==> config.mk <==
export PLATFORM = sky130hd
export DESIGN_NAME = bds_steering
export DESIGN_NICKNAME = d
export VERILOG_FILES = /design/src/common/bds_pkg.sv /design/src/bds_sync.sv /design/src/bds_steering.sv
export SDC_FILE = /design/constraint.sdc
export NUM_CORES = 1
export LEC_CHECK = 0
export BUFFER_PORTS_ARGS = -buffer_cell sky130_fd_sc_hd__buf_2
export CAP_MARGIN = 20
export CORE_ASPECT_RATIO = 0.7
export CORE_UTILIZATION = 54
export CTS_CLUSTER_SIZE = 14
export DETAILED_ROUTE_END_ITERATION = 10
export GPL_ROUTABILITY_DRIVEN = 0
export PLACE_DENSITY = 0.9
export SLEW_MARGIN = 20
export SYNTH_ARGS = -nofsm -noshare
export SYNTH_HDL_FRONTEND = slang
export SYNTH_SLANG_ARGS = --single-unit
==> constraint.sdc <==
create_clock -name core_clk -period 2.4 [get_ports core_clk]
set_input_delay 0.12 -clock core_clk [delete_from_list [all_inputs] [get_ports core_clk]]
set_output_delay 0.12 -clock core_clk [all_outputs]
set_load 0.02 [all_outputs]
==> src/common/bds_pkg.sv <==
/*
  Constants for the board-device DMA and interrupt steering block.
  Assumes a single core clock domain and plain control ports, no bus.
*/
package bds_pkg;
  localparam int DMA_LINES = 2;
  localparam int IRQ_LINES = 2;
  localparam int DMA_CHANNELS = 8;
  localparam int IRQ_INPUTS = 16;
  localparam int SEL_W = 4;
  // DMA channel 4 is the cascade and may not be steered to
  localparam logic [7:0] DMA_CHAN_LEGAL = 8'hEF;
  // Steerable interrupt inputs: 15,14,12..9,7..3
  localparam logic [15:0] IRQ_INPUT_LEGAL = 16'hDEF8;
  localparam logic [15:0] IRQ_RESET = 16'h0000;
  localparam logic [7:0] DMA_RESET = 8'h00;
  localparam logic [1:0] LINE_RESET = 2'h0;
  localparam logic ACK_IDLE_N = 1'b1;
endpackage : bds_pkg

==> src/bds_sync.sv <==
/*
  Two-flop synchroniser, one per bit, for lines arriving from the board.
  Assumes the inputs are asynchronous to core_clk.
*/
`timescale 1ns/1ps
`default_nettype none
module bds_sync #(
  parameter int WIDTH = 2
) (
  input wire logic core_clk,
  input wire logic sys_rst,
  input wire logic [WIDTH-1:0] asyncIn,
  output logic [WIDTH-1:0] syncOut
);
  typedef struct packed {
    logic [WIDTH-1:0] meta;
    logic [WIDTH-1:0] stable;
  } bds_sync_t;

  bds_sync_t state;
  bds_sync_t next_state;

  always_comb begin
    next_state = state;
    next_state.meta = asyncIn;
    next_state.stable = state.meta;
  end

  always_ff @(posedge core_clk or posedge sys_rst) begin
    if (sys_rst) begin
      state <= '0;
    end else begin
      state <= next_state;
    end
  end

  assign syncOut = state.stable;
endmodule : bds_sync
`default_nettype wire

==> src/bds_steering.sv <==
/*
  Steers board-device DMA request/acknowledge pairs onto DMA channels
  and board interrupt lines onto interrupt-controller inputs, with ISA
  masking or sharing, and the timer-interrupt output option on line 0.
  Assumes routing ports are static configuration held by software logic
  on core_clk; board and ISA pins are asynchronous and synchronised here.
*/
// Operation
// Each board DMA request may be joined to DMA channel 0-3 or 5-7.
// Each board DMA acknowledge follows the acknowledge of its routed channel.
// Each DMA pair has its own independent routing control.
// Each board DMA signal may instead serve as a steerable interrupt source.
// Each board interrupt line may go to input 15,14,12-9 or 7-3.
// Each board interrupt line has its own route control selecting the input.
// A steered line masks the matching ISA pin unless sharing is enabled.
// Board device shares with a PCI line only as active-high level.
// Software enables ISA sharing only when both devices are active-high level.
// Line 0 is interrupt input or timer output per its enable bit.
// As output, line 0 carries the internal timer interrupt outward.
// An unrouted line is ignored and its acknowledge stays high.
`timescale 1ns/1ps
`default_nettype none
module bds_steering #(
  parameter int DMA_LINES = bds_pkg::DMA_LINES,
  parameter int IRQ_LINES = bds_pkg::IRQ_LINES
) (
  input wire logic core_clk,
  input wire logic sys_rst,
  // Board-device pins
  input wire logic [DMA_LINES-1:0] board_dma_req,
  output logic [DMA_LINES-1:0] board_dma_ack_n,
  input wire logic [IRQ_LINES-1:0] board_irq_in,
  output logic board_irq0_or_timer_out,
  output logic board_irq0_oe,
  // Per-line DMA routing
  input wire logic [DMA_LINES-1:0] dmaRouteEnable,
  input wire logic [DMA_LINES*bds_pkg::SEL_W-1:0] dmaRouteChannel,
  input wire logic [DMA_LINES-1:0] dmaAsIrqEnable,
  input wire logic [DMA_LINES*bds_pkg::SEL_W-1:0] dmaIrqSelect,
  input wire logic [DMA_LINES-1:0] dmaIrqShare,
  // Per-line interrupt routing
  input wire logic [IRQ_LINES-1:0] irqRouteEnable,
  input wire logic [IRQ_LINES*bds_pkg::SEL_W-1:0] irqRouteSelect,
  input wire logic [IRQ_LINES-1:0] irqShare,
  input wire logic timer_irq_output_enable,
  // Internal side
  input wire logic [bds_pkg::DMA_CHANNELS-1:0] dmaChanAck,
  output logic [bds_pkg::DMA_CHANNELS-1:0] dmaChanReq,
  input wire logic timerIrq,
  input wire logic [bds_pkg::IRQ_INPUTS-1:0] isaIrqPins,
  output logic [bds_pkg::IRQ_INPUTS-1:0] picIrqIn
);

  // All outputs except the pin enable are registered, so a routing
  // change shows one edge later on every output at once.
  typedef struct packed {
    logic [DMA_LINES-1:0] ackN;
    logic [bds_pkg::DMA_CHANNELS-1:0] chanReq;
    logic [bds_pkg::IRQ_INPUTS-1:0] picIrq;
    logic timerOut;
  } bds_state_t;

  bds_state_t state;
  bds_state_t next_state;
  logic [DMA_LINES-1:0] dmaReqSync;
  logic [IRQ_LINES-1:0] irqSync;
  logic [bds_pkg::IRQ_INPUTS-1:0] isaSync;

  // Board and ISA pins come from outside the core clock domain
  bds_sync #(.WIDTH(DMA_LINES)) uDmaSync (
    .core_clk(core_clk),
    .sys_rst(sys_rst),
    .asyncIn(board_dma_req),
    .syncOut(dmaReqSync)
  );
  bds_sync #(.WIDTH(IRQ_LINES)) uIrqSync (
    .core_clk(core_clk),
    .sys_rst(sys_rst),
    .asyncIn(board_irq_in),
    .syncOut(irqSync)
  );
  bds_sync #(.WIDTH(bds_pkg::IRQ_INPUTS)) uIsaSync (
    .core_clk(core_clk),
    .sys_rst(sys_rst),
    .asyncIn(isaIrqPins),
    .syncOut(isaSync)
  );


  // Per-line routing decode, independent per line.
  // An illegal select is treated as no route at all: a stray value
  // must never reach the cascade channel or a reserved input.
  logic [DMA_LINES-1:0] dmaLegal;
  logic [DMA_LINES-1:0] dmaIrqLegal;
  logic [IRQ_LINES-1:0] irqLegal;
  logic [IRQ_LINES-1:0] irqActiveIn;

  genvar g;
  generate
    for (g = 0; g < DMA_LINES; g++) begin : gDma
      logic [bds_pkg::SEL_W-1:0] chan;
      logic [bds_pkg::SEL_W-1:0] isel;
      assign chan = dmaRouteChannel[g*bds_pkg::SEL_W +: bds_pkg::SEL_W];
      assign isel = dmaIrqSelect[g*bds_pkg::SEL_W +: bds_pkg::SEL_W];
      // Channel select's top bit is ignored; 4 is the cascade
      assign dmaLegal[g] = dmaRouteEnable[g] && !dmaAsIrqEnable[g]
        && bds_pkg::DMA_CHAN_LEGAL[chan[2:0]];
      assign dmaIrqLegal[g] = dmaAsIrqEnable[g]
        && bds_pkg::IRQ_INPUT_LEGAL[isel];
    end
    for (g = 0; g < IRQ_LINES; g++) begin : gIrq
      logic [bds_pkg::SEL_W-1:0] isel;
      assign isel = irqRouteSelect[g*bds_pkg::SEL_W +: bds_pkg::SEL_W];
      assign irqLegal[g] = irqRouteEnable[g] && bds_pkg::IRQ_INPUT_LEGAL[isel];
      // Line 0 stops being an input while it drives the timer out
      assign irqActiveIn[g] = irqLegal[g]
        && !(g == 0 && timer_irq_output_enable);
    end
  endgenerate

  always_comb begin
    logic [bds_pkg::IRQ_INPUTS-1:0] steered;
    logic [bds_pkg::IRQ_INPUTS-1:0] masked;
    logic [bds_pkg::SEL_W-1:0] sel;
    steered = '0;
    masked = '0;
    sel = '0;
    next_state = state;
    next_state.chanReq = bds_pkg::DMA_RESET;
    next_state.ackN = {DMA_LINES{bds_pkg::ACK_IDLE_N}};

    // DMA pairs; two pairs on one channel share its acknowledge,
    // which software must avoid since both devices would be granted
    for (int i = 0; i < DMA_LINES; i++) begin
      sel = dmaRouteChannel[i*bds_pkg::SEL_W +: bds_pkg::SEL_W];
      if (dmaLegal[i]) begin
        next_state.chanReq[sel[2:0]] = next_state.chanReq[sel[2:0]] | dmaReqSync[i];
        next_state.ackN[i] = !dmaChanAck[sel[2:0]];
      end
    end

    // Pair requests used as interrupt sources instead
    for (int i = 0; i < DMA_LINES; i++) begin
      sel = dmaIrqSelect[i*bds_pkg::SEL_W +: bds_pkg::SEL_W];
      if (dmaIrqLegal[i]) begin
        steered[sel] = steered[sel] | dmaReqSync[i];
        if (!dmaIrqShare[i]) begin
          masked[sel] = 1'b1;
        end
      end
    end

    // Board interrupt lines
    for (int i = 0; i < IRQ_LINES; i++) begin
      sel = irqRouteSelect[i*bds_pkg::SEL_W +: bds_pkg::SEL_W];
      if (irqActiveIn[i]) begin
        // Shared use is only sound for active-high level sources
        steered[sel] = steered[sel] | irqSync[i];
        if (!irqShare[i]) begin
          masked[sel] = 1'b1;
        end
      end
    end

    // Mask holds even while the board line is idle, so a masked ISA
    // source stays silent as long as the route stands.
    // Any unshared source on an input masks it, whatever the others say;
    // the safer choice when two routes disagree.
    next_state.picIrq = (isaSync & ~masked) | steered;

    // Timer copy is forced low while the pin serves as an input
    next_state.timerOut = timer_irq_output_enable & timerIrq;
  end

  // Acks leave reset high so no board device sees a false grant

  always_ff @(posedge core_clk or posedge sys_rst) begin
    if (sys_rst) begin
      state.ackN <= {DMA_LINES{bds_pkg::ACK_IDLE_N}};
      state.chanReq <= bds_pkg::DMA_RESET;
      state.picIrq <= bds_pkg::IRQ_RESET;
      state.timerOut <= 1'b0;
    end else begin
      state <= next_state;
    end
  end


  // Registered outputs
  assign board_dma_ack_n = state.ackN;
  assign dmaChanReq = state.chanReq;
  assign picIrqIn = state.picIrq;
  assign board_irq0_or_timer_out = state.timerOut;

  // Enable stays combinational: the pin turns around on the same edge
  // as the setting, and the driven value is low until the timer copy
  // has been registered, so no glitch of old input data goes out.
  assign board_irq0_oe = timer_irq_output_enable;
endmodule : bds_steering
`default_nettype wire

==> results of run 1 <==
[worst reg2reg max path, cell delays in order (launching register included)]
cell      delay, ns
dfrtp_2        0.46
buf_6          0.14
nand4b_1       0.23
nor3_2         0.08
o21ai_2        0.22
nand3_1        0.14
buf_6          0.17
a21oi_4        0.15
a31oi_4        0.06
o311ai_4       0.44
a41oi_2        0.18
[kinds of logic after synthesis]
logic type,after synthesis,share of synthesized area
simple gates,211,0.2865
compound gates,109,0.2041
flops,67,0.4254
buf+inv,44,0.04532
mux,9,0.02662
xor+xnor,5,0.01109
other cells,1,0.0009500
[layer usage]
| layer | vias to the layer above | track usage |
|---|---|---|
| li1 | 1935 | - |
| met1 | 2123 | 0.4573 |
| met2 | 409 | 0.5578 |
| met3 | 115 | 0.1127 |
| met4 | 0 | 0.1571 |
| met5 | - | 0 |
[what timing repair did]
item / 4_1_cts / 5_1_grt
endpoints found under the hold margin: 49 / 0
setup endpoints to repair: 8 / 10
hold buffers: 22 / 0
buffers inserted: 1 / 6
pin swaps: 1 / 16
resized for setup: 4 / 40
[report_power, final]
group / switching (mW) / internal (mW) / total, mW
logic: 0.350 / 0.224 / 0.573
registers: 0.0244 / 1.19 / 1.21
clock network: 0.493 / 0.625 / 1.12
[final cells by class]
cell class | count | area (sq um) | share of cell area
multi-input cells | 335 | 2310 | 0.4252
flip-flops and latches | 67 | 1680 | 0.3093
repair buffers | 160 | 1052 | 0.1937
clock buffers | 10 | 137.6 | 0.02533
well taps | 94 | 117.6 | 0.02165
clock inverters | 6 | 93.84 | 0.01727
inverters | 11 | 41.29 | 0.007600
[sequential cells by signal, indices dropped and copies added (netlist names)]
| signal | cells |
|---|---|
| uDmaSync.syncOut | 2 |
| dmaChanReq | 8 |
| uIrqSync.syncOut | 2 |
| board_dma_ack_n | 2 |
| board_irq0_or_timer_out | 1 |
| picIrqIn | 16 |
| uIsaSync.syncOut | 16 |
| uIrqSync.next_state | 2 |
| uDmaSync.next_state | 2 |
| uIsaSync.next_state | 16 |
[how the worst min path moves through the flow]
stage	startpoint	end	slack, ns	depth (start not counted)
global route	timer_irq_output_enable	board_irq0_or_timer_out	0.05	2
global placement	sys_rst	uIsaSync.next_state[8]	0.22	2
finish	timer_irq_output_enable	board_irq0_or_timer_out	0.04	2
floorplan	board_dma_req[0]	uDmaSync.next_state[0]	0.15	0
CTS	timer_irq_output_enable	board_irq0_or_timer_out	0.04	2
detailed placement	isaIrqPins[0]	uIsaSync.next_state[0]	0.23	1
[cells in the mapped netlist (3+ instances only)]
| cell | instances | area share |
|---|---|---|
| nor4bb_1 | 3 | 0.0076 |
| o221ai_1 | 3 | 0.0067 |
| a21oi_1 | 18 | 0.023 |
| and3_1 | 7 | 0.011 |
| o32ai_1 | 4 | 0.0089 |
| a41oi_1 | 5 | 0.011 |
| nor4_1 | 4 | 0.0063 |
| inv_1 | 11 | 0.010 |
| nand4_1 | 6 | 0.0095 |
| a31oi_1 | 14 | 0.022 |
| nor2_1 | 45 | 0.043 |
| nor3_1 | 18 | 0.023 |
| and2_1 | 5 | 0.0079 |
| or3_1 | 6 | 0.0095 |
| a311oi_1 | 3 | 0.0067 |
| o21ai_0 | 11 | 0.014 |
| mux2i_1 | 6 | 0.015 |
| buf_2 | 7 | 0.0089 |
| nor2b_1 | 16 | 0.025 |
| a22oi_1 | 5 | 0.0095 |
| dfrtp_1 | 65 | 0.41 |
| clkbuf_1 | 22 | 0.021 |
| nand3b_1 | 4 | 0.0076 |
| o31ai_1 | 4 | 0.0076 |
| o311ai_0 | 3 | 0.0067 |
| o211ai_1 | 4 | 0.0076 |
| nand3_1 | 25 | 0.032 |
| o41ai_1 | 3 | 0.0067 |
| nand2b_1 | 10 | 0.016 |
| a211oi_1 | 5 | 0.0095 |
| xor2_1 | 4 | 0.0089 |
| nand2_1 | 42 | 0.040 |
| nor3b_1 | 3 | 0.0057 |
[stage by stage]
| stage | TNS (ns) | area [sq um] | cells | total power [mW] |
|---|---|---|---|---|
| 2_1_floorplan | 0 | 3948 | 446 | 1.506 |
| 3_3_place_gp | 0 | 4696 | 638 | 1.688 |
| 3_5_place_dp | -0.06493 | 4696 | 638 | 1.706 |
| 4_1_cts | 0 | 5184 | 677 | 2.842 |
| 5_1_grt | -0.5218 | 5433 | 683 | 2.998 |
| 6_report | -0.02023 | 5433 | 683 | 2.904 |
[cell usage in the layout (no fill, tap or decap), drive strengths merged, types with 4 or more instances in the layout]
cell and count:
nand2 42, dfrtp 65, and2 5, inv 14, nand4 6, o32ai 4, nor3 18, nor2 45
nand3b 5, mux2i 6, and3 7, xor2 4, a41oi 5, o211ai 4, buf 138, clkbuf 10
o21ai 13, a21oi 18, nor2b 16, nand2b 10, o311ai 4, nor4 4, a31oi 14, a211oi 5
dlygate4sd3 22, a311oi 4, o31ai 5, a22oi 5, nand3 25, or3 6
==> results.py, run 1 <==
metrics = {
    "critical_path": {
        "crit_buf_inv": 2,
        "slowest_stage": "dfrtp_2",
        "r2r_end": "picIrqIn[4]",
        "worstPathMaxFanout": 6,
        "critPathCapture": "picIrqIn[4]",
        "cpPeakStageDelay_ns": 0.46,
        "cp-start-kind": "register",
        "cp_num_cells": 10,
        "r2r_slack_ns": -0.02,
        "r2r_cells": 10,
        "cp_top_family": "compound AO/OA/AOI/OAI gates",
        "crit_chain": "buf_6 > nand4b_1 > nor3_2 > o21ai_2 > nand3_1 > buf_6 > a21oi_4 > a31oi_4 > o311ai_4 > a41oi_2",
        "cp_common_cell": "buf_6",
        "r2r_start": "uDmaSync.syncOut[0]",
        "cp.required_ns": 2.60,
        "worstPathArrival_ns": 2.62,
        "crit_start": "uDmaSync.syncOut[0]",
        "crit_path_end_kind": "register",
        "path_class": "register to register",
    },
    "yosys": {
        "avgSynthCellArea_sq_um": 8.851,
        "netlist_instances": 446,
        "yosys_register_bits": 67,
        "async_reset_ff_frac": 1.000,
        "synth_edf_count": 0,
        "ys_warn_count": 0,
        "syn_area_sq_um": 3948,
        "syn_nets": 512,
        "synth_cell_type_count": 73,
        "synth_ff_type": "dfrtp_1",
        "synth.yosys.seq_area_share": 0.4254,
    },
    "sta": {
        "finalHoldViolCount": 0,
        "setup_viol": 2,
        "tightestPinTransition_ns": 0.6953,
        "post-route-min-period_ns": 2.418,
        "clock-skew-final_ns": 0.01358,
        "slew_violations": 0,
        "fmax_ghz": 0.4135,
        "max_slew_margin": 0.5306,
        "setup_ws_ns": -0.01837,
        "period_share": 1.008,
        "rsz0062_at_grt": "true",
        "hold_ws_ns": 0.04090,
    },
    "cts": {
        "clk_latency_ns": 0.36,
        "numCtsBuffers": 9,
        "cts.clk_slew.worst_paths_ns": 0.09,
        "cts_buffer_depth": 2,
        "root_buffer": "clkbuf_8",
        "cts.htree.levels": 3,
        "cts_tree": "yes",
        "cts_num_sinks": 67,
    },
    "global_routing": {
        "grt_pass1_wl_um": 20830,
        "antenna_found_initial": 0,
        "grt_max_degree": 40,
        "grt_util_all_layers": 0.3550,
        "grt_overflow": 0,
        "grt_pass1_vias": 4258,
    },
    "floorplanning": {
        "core_area_sq_um": 6913,
        "initial_utilization": 0.5710,
        "ios": 94,
        "die_area_sq_um": 7662,
        "die_y_um": 73.54,
        "die_w_um": 104.2,
        "num_rows": 25,
    },
    "power": {
        "ir_drop_mv": 0.4805,
        "leakage_nw": 2.311,
        "power.density_nw_per_um2": 534.5,
    },
    "routing": {
        "highest_layer": "met4",
        "wl_met2_um": 6084,
        "drc": 0,
        "route.detailed.wl_per_inst_um": 20.47,
        "first_iter_violations": 741,
        "wl_met3_um": 1854,
        "vias_per_cell": 6.709,
        "wl_um": 13980,
        "vias": 4582,
        "drt_pass1_iterations": 11,
        "wl_met1_um": 5329,
        "ant_nets": 0,
    },
    "finish": {
        "nNetsFinal": 650,
        "layout-drive-gt1-share": 0.3413,
        "area_growth_pct": 37.62,
        "nFillCells": 445,
        "diodes": 0,
        "final_util": 0.7859,
    },
    "min_path": {
        "hp-class": "input pin to register",
    },
    "place": {
        "pre_cts_ws_ns": -0.03267,
        "dp_hpwl_um": 9059,
        "port_buffers": 91,
    },
    "run_status": {
        "status": "finished with violations",
        "violations": "setup timing",
    },
    "run": {
        "maxCapViolCount": 0,
    },
}
Note: power is estimated with default switching activity, not from simulation.
==> inputs of run 2 (changes only) <==
--- a/config.mk
+++ b/config.mk
@@ -12,6 +12,7 @@
 export CTS_CLUSTER_SIZE = 14
 export DETAILED_ROUTE_END_ITERATION = 10
 export GPL_ROUTABILITY_DRIVEN = 0
+export MAX_ROUTING_LAYER = met4
 export PLACE_DENSITY = 0.9
 export SLEW_MARGIN = 20
 export SYNTH_ARGS = -nofsm -noshare
==> run 2 against run 1 <==
Power increased by 0.10%. Critical path depth unchanged. Register-to-register slack improved by 0.02 ns. Flip-flop and latch count unchanged. The flow finishes with violations (DRC, setup timing). Combinational power decreased by 0.9%. Design area decreased by 0.67%. Wire length decreased by 0.16%. Via count decreased by 1.7%. Critical endpoint is now picIrqIn[5]. Count of clock-buffer cells in the layout unchanged.
==> results.py, run 2 (same netlist as run 1, synthesis figures left out) <==
metrics = {
    "run_status": {
        "status": "finished with violations",
        "violations": "DRC, setup timing",
    },
    "sta": {
        "tns_ns": -0.001308,
        "hold_ws_ns": 0.02555,
        "clock-skew-final_ns": 0.02104,
        "fmax_ghz": 0.4164,
        "setup_viol": 1,
        "period_share": 1.001,
        "tightestPinTransition_ns": 0.8294,
        "finalHoldViolCount": 0,
        "max_slew_margin": 0.4400,
        "post-route-min-period_ns": 2.401,
        "slew_violations": 0,
        "setup_ws_ns": -0.001308,
    },
    "global_routing": {
        "grt_max_degree": 40,
        "grt_overflow": 0,
        "grt_util_all_layers": 0.3673,
        "antenna_found_initial": 0,
        "grt_pass1_wl_um": 20860,
        "grt_pass1_vias": 4260,
    },
    "cts": {
        "numCtsBuffers": 9,
        "cts_num_sinks": 67,
        "root_buffer": "clkbuf_8",
        "cts.htree.levels": 3,
        "cts_tree": "yes",
        "cts_buffer_depth": 2,
        "cts.clk_slew.worst_paths_ns": 0.10,
        "clk_latency_ns": 0.37,
    },
    "critical_path": {
        "worstPathArrival_ns": 2.61,
        "cp-start-kind": "register",
        "crit_buf_inv": 2,
        "crit_path_end_kind": "register",
        "slowest_stage": "dfrtp_2",
        "path_class": "register to register",
        "cpPeakStageDelay_ns": 0.46,
        "cp_top_family": "compound AO/OA/AOI/OAI gates",
        "worstPathMaxFanout": 7,
        "cp.required_ns": 2.61,
        "crit_chain": "buf_6 > nor2b_1 > nand3_1 > a21o_1 > nand3_1 > buf_6 > a31oi_2 > a41oi_1 > a311oi_1 > a41oi_2",
    },
    "power": {
        "leakage_nw": 2.303,
        "ir_drop_mv": 0.4812,
        "power.density_nw_per_um2": 538.7,
    },
    "finish": {
        "nNetsFinal": 647,
        "nFillCells": 458,
        "layout-drive-gt1-share": 0.3379,
        "layout_commonest_cell": "buf_2",
        "final_util": 0.7806,
        "final_cell_mix": "91 x buf_2, 64 x dfrtp_1, 44 x nor2_1, 42 x nand2_1, 41 x buf_4",
        "area_growth_pct": 36.70,
        "diodes": 0,
    },
    "routing": {
        "route.detailed.wl_per_inst_um": 20.53,
        "drt_pass1_iterations": 11,
        "ant_nets": 0,
        "first_iter_violations": 960,
        "vias": 4506,
        "drc": 20,
        "vias_per_cell": 6.626,
        "wl_um": 13960,
    },
    "floorplanning": {
        "die_w_um": 104.2,
        "die_area_sq_um": 7662,
        "core_area_sq_um": 6913,
        "ios": 94,
        "num_rows": 25,
        "initial_utilization": 0.5710,
        "die_y_um": 73.54,
    },
    "run": {
        "maxCapViolCount": 0,
    },
    "place": {
        "pre_cts_ws_ns": -0.03267,
        "port_buffers": 91,
        "dp_hpwl_um": 9059,
    },
    "min_path": {
        "hp-class": "input pin to register",
    },
}
run 2: per-stage QoR:
step | instances | power (mW) | instance area (sq um)
floorplan | 446 | 1.506 | 3948
global placement | 638 | 1.688 | 4696
detailed placement | 638 | 1.706 | 4696
CTS | 677 | 2.842 | 5184
global route | 680 | 2.994 | 5396
finish | 680 | 2.907 | 5396
run 2: worst paths after layout:
check                                        start                      end  slack (ns)  cells after the start
hold / removal             timer_irq_output_enable  board_irq0_or_timer_out        0.03                      2
max in group asynchronous                  sys_rst       board_dma_ack_n[0]        1.35                      4
setup / recovery               uDmaSync.syncOut[0]              picIrqIn[5]      -0.001                     10
setup reg to reg               uDmaSync.syncOut[0]              picIrqIn[5]      -0.001                     10
hold reg to reg             uIsaSync.next_state[5]      uIsaSync.syncOut[5]        0.35                      0
min in group asynchronous                  sys_rst             picIrqIn[15]        0.38                      3
run 2: worst register-to-register path: stages (launching register included):
cell	delay, ns
dfrtp_2	0.46
buf_6	0.14
nor2b_1	0.13
nand3_1	0.13
a21o_1	0.22
nand3_1	0.13
buf_6	0.18
a31oi_2	0.25
a41oi_1	0.15
a311oi_1	0.38
a41oi_2	0.06
run 2: report_power, final:
part | internal (mW) | total (mW) | switching (mW) | leakage (nW)
logic | 0.220 | 0.568 | 0.349 | 1.40
clock network | 0.625 | 1.13 | 0.500 | 0.114
registers | 1.19 | 1.21 | 0.0246 | 0.793
total | 2.03 | 2.91 | 0.874 | 2.30
run 2: repair_timing:
action                                  4_1_cts  5_1_grt
endpoints found under the setup margin        8       10
pin swaps                                     1       14
resized for setup                             4       38
hold buffers                                 22        0
gates cloned                                  0        0
endpoints found under the hold margin        49        0
setup buffers                                 1        3
run 2: per-layer routing:
layer | vias up | part of all wire | GRT usage
met5 | - | 0 | -
met4 | 0 | 0.048 | 0.1651
met3 | 99 | 0.14 | 0.1224
met2 | 391 | 0.44 | 0.5526
met1 | 2082 | 0.37 | 0.4550
li1 | 1934 | - | -
run 2: cell type report:
cell class                      count  area, sq um  area share
Timing Repair Buffer              157         1026      0.1901
Tap cell                           94        117.6     0.02179
Clock inverter                      6        93.84     0.01739
Clock buffer                       10        137.6     0.02550
Sequential cell                    67         1680      0.3114
Multi-Input combinational cell    335         2300      0.4262
Inverter                           11        41.29    0.007651
